--- src/core/pie_consts.vh ---
// constants for the second peripheral interrupt enable bank
`ifndef PIE_CONSTS_VH
`define PIE_CONSTS_VH
`define PIE_ADDR_ENABLE   4'h0
`define PIE_ADDR_STATUS   4'h4
`define PIE_ADDR_MASK     4'h8
`define PIE_ADDR_CONTROL  4'hC
`define PIE_BIT_ENH_CAP   0
`define PIE_BIT_TIMER3    1
`define PIE_BIT_LOW_VOLT  2
`define PIE_BIT_BUS_COLL  3
`define PIE_BIT_EEPROM    4
`define PIE_BIT_COMP      6
`define PIE_IMPL_FULL     8'h5F
`define PIE_IMPL_SMALL    8'h1E
`define PIE_ENABLE_RESET  8'h00
`define PIE_CTRL_PRIO     0
`define PIE_CTRL_GROUP    1
`define PIE_CTRL_RESET    2'h0
`endif

--- src/core/pie_bank.v ---
// second peripheral interrupt enable bank with wishbone registers
//
// Local design decisions: the Wishbone register port and the register offsets.
`timescale 1ns/100ps
`include "pie_consts.vh"
module pie_bank (
    // clock and reset
    input  wire        ref_clk,
    input  wire        rst,
    // package variant strap
    input  wire        small_package,
    // wishbone slave
    input  wire        wb_cyc_i,
    input  wire        wb_stb_i,
    input  wire        wb_we_i,
    input  wire [3:0]  wb_adr_i,
    input  wire [3:0]  wb_sel_i,
    input  wire [31:0] wb_dat_i,
    output reg  [31:0] wb_dat_o,
    output reg         wb_ack_o,
    // source requests, bit positions as the enable register
    input  wire [7:0]  src_req,
    // gated requests toward the interrupt logic
    output reg  [7:0]  irq_req,
    // interrupt for events in this block
    output reg         irq
);
    reg  [7:0] peripheral_irq_enable_second;
    reg  [1:0] control;
    reg  [7:0] status;
    reg  [7:0] mask;
    reg  [7:0] prev_req;
    reg        small_q;
    wire [7:0] gated;
    wire [7:0] impl = small_q ? `PIE_IMPL_SMALL : `PIE_IMPL_FULL;
    wire       access = wb_cyc_i & wb_stb_i & ~wb_ack_o;
    wire       wr = access & wb_we_i & wb_sel_i[0];
    wire       rd_status = access & ~wb_we_i &
                           (wb_adr_i == `PIE_ADDR_STATUS);
    wire [7:0] rise = gated & ~prev_req;
    reg  [7:0] next_status;

    // strap caught in a clocked process
    always @(posedge ref_clk) begin
        if (rst)
            small_q <= small_package;
    end

    pie_gate u_gate (
        .ref_clk                 (ref_clk),
        .rst                     (rst),
        .enable                  (peripheral_irq_enable_second),
        .priority_levels_en      (control[`PIE_CTRL_PRIO]),
        .peripheral_group_irq_en (control[`PIE_CTRL_GROUP]),
        .req_in                  (src_req),
        .req_out                 (gated)
    );

    // set wins over read clear
    always @* begin
        next_status = rd_status ? 8'h00 : status;
        next_status = next_status | rise;
    end

    always @(posedge ref_clk) begin
        if (rst) begin
            peripheral_irq_enable_second <= `PIE_ENABLE_RESET;
            control  <= `PIE_CTRL_RESET;
            status   <= 8'h00;
            mask     <= 8'h00;
            prev_req <= 8'h00;
            wb_ack_o <= 1'b0;
            wb_dat_o <= 32'h0000_0000;
            irq_req  <= 8'h00;
            irq      <= 1'b0;
        end else begin
            prev_req <= gated;
            irq_req  <= gated;
            status   <= next_status;
            irq      <= |(next_status & mask);
            wb_ack_o <= access;
            if (wr) begin
                case (wb_adr_i)
                    `PIE_ADDR_ENABLE:
                        peripheral_irq_enable_second <=
                            wb_dat_i[7:0] & impl;
                    `PIE_ADDR_MASK:    mask <= wb_dat_i[7:0] & impl;
                    `PIE_ADDR_CONTROL: control <= wb_dat_i[1:0];
                    default: ;
                endcase
            end
            if (access & ~wb_we_i) begin
                case (wb_adr_i)
                    `PIE_ADDR_ENABLE:
                        wb_dat_o <= {24'h000000,
                            peripheral_irq_enable_second & impl};
                    `PIE_ADDR_STATUS:  wb_dat_o <= {24'h000000, status};
                    `PIE_ADDR_MASK:    wb_dat_o <= {24'h000000, mask};
                    `PIE_ADDR_CONTROL: wb_dat_o <= {30'h0, control};
                    default:           wb_dat_o <= 32'h0000_0000;
                endcase
            end
        end
    end
endmodule // pie_bank

--- src/core/pie_gate.v ---
// gating of eight source requests by enable and group bits
`timescale 1ns/100ps
module pie_gate (
    // clock and reset
    input  wire       ref_clk,
    input  wire       rst,
    // controls
    input  wire [7:0] enable,
    input  wire       priority_levels_en,
    input  wire       peripheral_group_irq_en,
    // sources and result
    input  wire [7:0] req_in,
    output reg  [7:0] req_out
);
    wire group_ok = priority_levels_en | peripheral_group_irq_en;
    genvar i;
    generate
        for (i = 0; i < 8; i = i + 1) begin : g_bit
            always @(posedge ref_clk) begin
                if (rst)
                    req_out[i] <= 1'b0;
                else
                    req_out[i] <= req_in[i] & enable[i] & group_ok;
            end
        end
    endgenerate
endmodule // pie_gate

--- config.mk ---
export PLATFORM = sky130hd
export DESIGN_NAME = pie_bank
export DESIGN_NICKNAME = d
export VERILOG_FILES = /design/src/core/pie_bank.v /design/src/core/pie_gate.v
export VERILOG_INCLUDE_DIRS = /design/src /design/src/core
export SDC_FILE = /design/constraint.sdc
export NUM_CORES = 1
export LEC_CHECK = 0
export BUFFER_PORTS_ARGS = -buffer_cell sky130_fd_sc_hd__buf_4
export CORE_UTILIZATION = 34
export DETAILED_ROUTE_END_ITERATION = 8
export GPL_ROUTABILITY_DRIVEN = 0
export PLACE_DENSITY = 0.75
export SYNTH_ARGS = -nofsm -noshare
export SYNTH_HDL_FRONTEND = slang
export SYNTH_SLANG_ARGS = --single-unit
--- constraint.sdc ---
create_clock -name ref_clk -period 3.8 [get_ports ref_clk]
set_input_delay 0.38 -clock ref_clk [delete_from_list [all_inputs] [get_ports ref_clk]]
set_output_delay 0.38 -clock ref_clk [all_outputs]
set_load 0.01 [all_outputs]
# Word level (Yosys, flattened, before mapping)
# Index checks and enable logic that the tools add are counted.
[word_totals]
out_inout_bits = 42
word_cells = 59
input_bits = 54
reg_bits = 77
[op_classes]
n_mux = 3
reduce_logical = 5
eq_ne = 3
n_bitwise = 31
[ops]
columns = ["cell", "count"]
rows = [
  ["case mux 8 bit (4 select lines)", 1],
  ["AND 1 bit", 22],
  ["AND 8 x 7 -> 8 bit", 2],
  ["AND 8 bit", 2],
  ["== test 4 bit, second input constant", 2],
  ["two-way mux 8 bit", 1],
  ["NOT 8 bit", 1],
  ["bitwise OR 8 bit", 1],
  ["OR reduction 8 bit", 1],
  ["two-way mux 7 bit", 1],
  ["AND reduction 2 bit", 3],
  ["== test 4 x 3 -> 1 bit, second input constant", 1],
  ["logical NOT 4 bit", 1],
  ["NOT 1 bit", 2],
  ["bitwise OR 1 bit", 1],
]

# Depth between registers and ports, before layout
[depth]
word_depth = 8
mapped_depth = 6
mapped_depth_nobuf = 4

# By module
# From an unflattened synthesis, not the netlist that was laid out.
[hier_totals]
hier_cells = 206
area_unflattened_um2 = 2075.7
[modules_own_cells]
columns = ["mod", "seq_area_each_um2", "instances", "cells_each", "area_each_um2"]
rows = [
  ["pie_bank", 830.8, 1, 189, 1849.3],
  ["pie_gate", 160.2, 1, 17, 226.5],
]

# Worst setup path before layout
# OpenSTA, ideal clock, no wires.
[synth_path]
kind = "input-to-reg"
start = "input wb_we_i"
end = "register irq"
setup_time_ns = 0.134
stages = 6
path_slack_ns = 2.414
required_ns = 3.666
n_path_buf = 2
t_arrival_ns = 1.252
path_cell_list = "nand4bb_1 buf_2 nand4bb_1 buf_2 a32oi_1 o211ai_1"
[synth_via]
elab_chain_cells = 7
[synth_lines]
columns = ["element", "line_no", "rtl"]
rows = [
  ["start, declared", "pie_bank.v:15", "input wire wb_we_i,"],
  ["NOT 1 bit", "pie_bank.v:38", "wire rd_status = access & ~wb_we_i &"],
  ["AND 1 bit (2 in a row)", "pie_bank.v:38", ""],
  ["two-way mux 8 bit", "pie_bank.v:61", "next_status = rd_status ? 8'h00 : status;"],
  ["bitwise OR 8 bit", "pie_bank.v:62", "next_status = next_status | rise;"],
  ["AND 8 bit", "pie_bank.v:80", "irq <= |(next_status & mask);"],
  ["OR reduction 8 bit", "pie_bank.v:80", ""],
  ["end signal, assigned", "pie_bank.v:80", ""],
  ["end, declared", "pie_bank.v:26", "output reg irq"],
]
# No other way between the ends.
# A chain may end at the register's enable or synchronous reset.

# Worst setup path in the final report
[layout_path]
start = "register wb_ack_o"
end = "register irq"
[layout_via]
elab_chain_cells = 8
[layout_lines]
columns = ["element", "line_no", "rtl"]
rows = [
  ["start, declared", "pie_bank.v:20", "output reg wb_ack_o,"],
  ["start signal, assigned", "pie_bank.v:81", "wb_ack_o <= access;"],
  ["NOT 1 bit", "pie_bank.v:36", "wire access = wb_cyc_i & wb_stb_i & ~wb_ack_o;"],
  ["AND 1 bit", "pie_bank.v:36", ""],
  ["AND 1 bit (2 in a row)", "pie_bank.v:38", ""],
  ["two-way mux 8 bit", "pie_bank.v:61", ""],
  ["bitwise OR 8 bit", "pie_bank.v:62", ""],
  ["AND 8 bit", "pie_bank.v:80", ""],
  ["OR reduction 8 bit", "pie_bank.v:80", ""],
]
# No other way between the ends.

==> impl_metrics.json <==
{
  "chipHeight_um": 76.40,
  "slowest_delay_ns": 0.57,
  "yosys-top-cells-area": "dfxtp_1, buf_4, mux2i_1, nor2_1, nor2b_1",
  "post_drt_wl_per_cell_um": 12.24,
  "clkSinkCount": 41,
  "synth_top_area_share_pct": 42.55,
  "grt_pass1_wl_mm": 6.065,
  "final_max_slew_viol_count": 0,
  "worstPathMaxFanout": 9,
  "timing.fmax_mhz": 553.0,
  "path_buf_inv": 0,
  "start_kind": "flip-flop",
  "io_pins": 96,
  "hold_buffers": 0,
  "htree_levels": 2,
  "grt_max_degree": 41,
  "cpMaxStageDelayCell": "nand4bb_1",
  "synthCells": 198,
  "cts_tree": "built",
  "synth.largest_area_cell": "dfxtp_1",
  "die-area_um2": 5836,
  "num_rows": 26,
  "power.density_nw_per_um2": 355.8,
  "drc": 0,
  "synth_common_cells": "dfxtp_1, nor2_1, buf_4, mux2i_1, nor2b_1",
  "power_uw": 775.4,
  "netlist_area_um2": 1882,
  "grt_pass1_vias": 1278,
  "setup_violations": 0,
  "synth_edf_count": 1,
  "area_growth_pct": 15.82,
  "async_flop_share_pct": 0,
  "ys_seq_area_share_pct": 44.15,
  "fin_skew_ns": 0.002562,
  "cts_setup_buffers": 0,
  "worstSkewPairLatency_ns": 0.29,
  "post_drt_via_cell_ratio": 4.611,
  "drt_iter0_markers": 79,
  "dr.pass1.iters": 4,
  "cts.reportedPaths.clkPinSlew_ns": 0.07,
  "clk_path_buf_depth": 2,
  "maxCapViolCount": 0,
  "rsz0062_at_grt": "false",
  "wirelength_mm": 3.708,
  "ys_ff_latch": 41,
  "leakagePower_nw": 1.021,
  "grt_antenna_before_repair": 0,
  "root_buffer": "clkbuf_8",
  "slew_headroom_pct": 64.98,
  "fp.dieW_um": 76.40,
  "setup_tns_ns": 0,
  "hp-class": "input pin to flip-flop",
  "hold_viol_final": 0,
  "nets": 286,
  "yosys_warnings": 0,
  "cts_made_buffers": 5,
  "worst_ep_required_time_ns": 3.96,
  "port_buffers": 36,
  "grt.total_usage_pct": 13.56,
  "cts_resized": 0,
  "final_layout_size_suffix_gt1_share_pct": 21.03,
  "yosys.cell_types.count": 30,
  "vdd_drop_max_v": 0.0001856,
  "critPathKind": "flip-flop to flip-flop",
  "fin_crit_sh_pct": 47.59,
  "path_cells": "nand4bb_1 -> nand4bb_1 -> a32oi_1 -> o211ai_1",
  "num_vias": 1397,
  "diodes": 0,
  "crit_family": "simple AND/OR/NAND/NOR gates",
  "worstMarginPinSlew_ns": 0.5233,
  "core_um2": 5205,
  "overflow": 0,
  "run_status": "finished, final reports clean",
  "synth.most_common_cell": "dfxtp_1",
  "place_hpwl_mm": 2.656,
  "initial_core_util_pct": 36.15,
  "arrival_ns": 1.97,
  "period_needed_ns": 1.808,
  "ant_nets": 0,
  "crit_top_cell": "nand4bb_1",
  "endpoint_kind": "flip-flop",
  "ys.flop_type": "dfxtp_1",
  "avgSynthCellArea_um2": 9.504
}
## path summary, 6_finish.rpt
path,end,depth (start not counted),slack (ns),from
setup / recovery,irq,4,1.99,wb_ack_o
hold / removal,small_q,1,0.27,small_package
setup reg to reg,irq,4,1.99,wb_ack_o
hold reg to reg,wb_dat_o[0],2,0.46,wb_dat_o[0]
## cell usage in the layout (no fill, tap or decap), drive strengths merged
master	instances
nor3	2
conb	28
and3	6
o2bb2ai	3
a22oi	6
mux2i	17
and3b	1
nand2	7
edfxtp	1
nand4	2
nor2	31
mux4	2
nand3	2
o211ai	1
and4bb	1
a32oi	1
nand3b	5
and2	1
nor2b	17
clkbuf	8
dfxtp	40
o21ai	1
a21oi	11
nand4bb	2
buf	36
or3b	1
## flip-flops by register name (all words and copies together), names as in the netlist
signal	cells
control	2
irq	1
mask	6
peripheral_irq_enable_second	6
prev_req	6
small_q	1
status	6
u_gate.req_out	6
wb_ack_o	1
wb_dat_o	6
## cells by family after synthesis
family          Yosys count  synth area share, %
flops                    41                44.15
other cells               1               0.1993
simple gates             78                23.01
compound gates           23                7.846
buf+inv                  36                13.36
mux                      19                11.44
## power by group
part	internal (mW)	switching, mW	leakage (nW)
registers	0.433	0.00139	0.332
clock network	0.148	0.139	0.0455
logic	0.0208	0.0331	0.644
total	0.602	0.174	1.02
## through the flow
step / utilization (%) / setup WS (ns) / cells / hold slack, ns / area, um2
floorplan: - / 2.414 / 225 / 0.4525 / 1983
global placement: 40.14 / 1.763 / 295 / 0.4431 / 2090
detailed placement: 40.14 / 1.746 / 295 / 0.4462 / 2090
CTS: 41.88 / 1.953 / 303 / 0.2590 / 2180
global route: 41.88 / 1.790 / 303 / 0.2516 / 2180
finish: 41.88 / 1.992 / 303 / 0.2677 / 2180
## area by class of cell
class	count	area, um2
repair buffers	36	270.3
well taps	70	87.58
clock buffers	8	90.09
flip-flops and latches	41	830.8
multi-input cells	148	900.9
fillers	520	3025
## metal layers
layer / vias up / share of wire [%] / global-route usage (%)
met5: - / 0 / 0
li1: 687 / - / -
met3: 5 / 7.7 / 3.473
met4: 0 / 1.8 / 6.923
met1: 642 / 46 / 17.22
met2: 63 / 44 / 21.17
No activity file was read; power rests on OpenSTA's default activity.
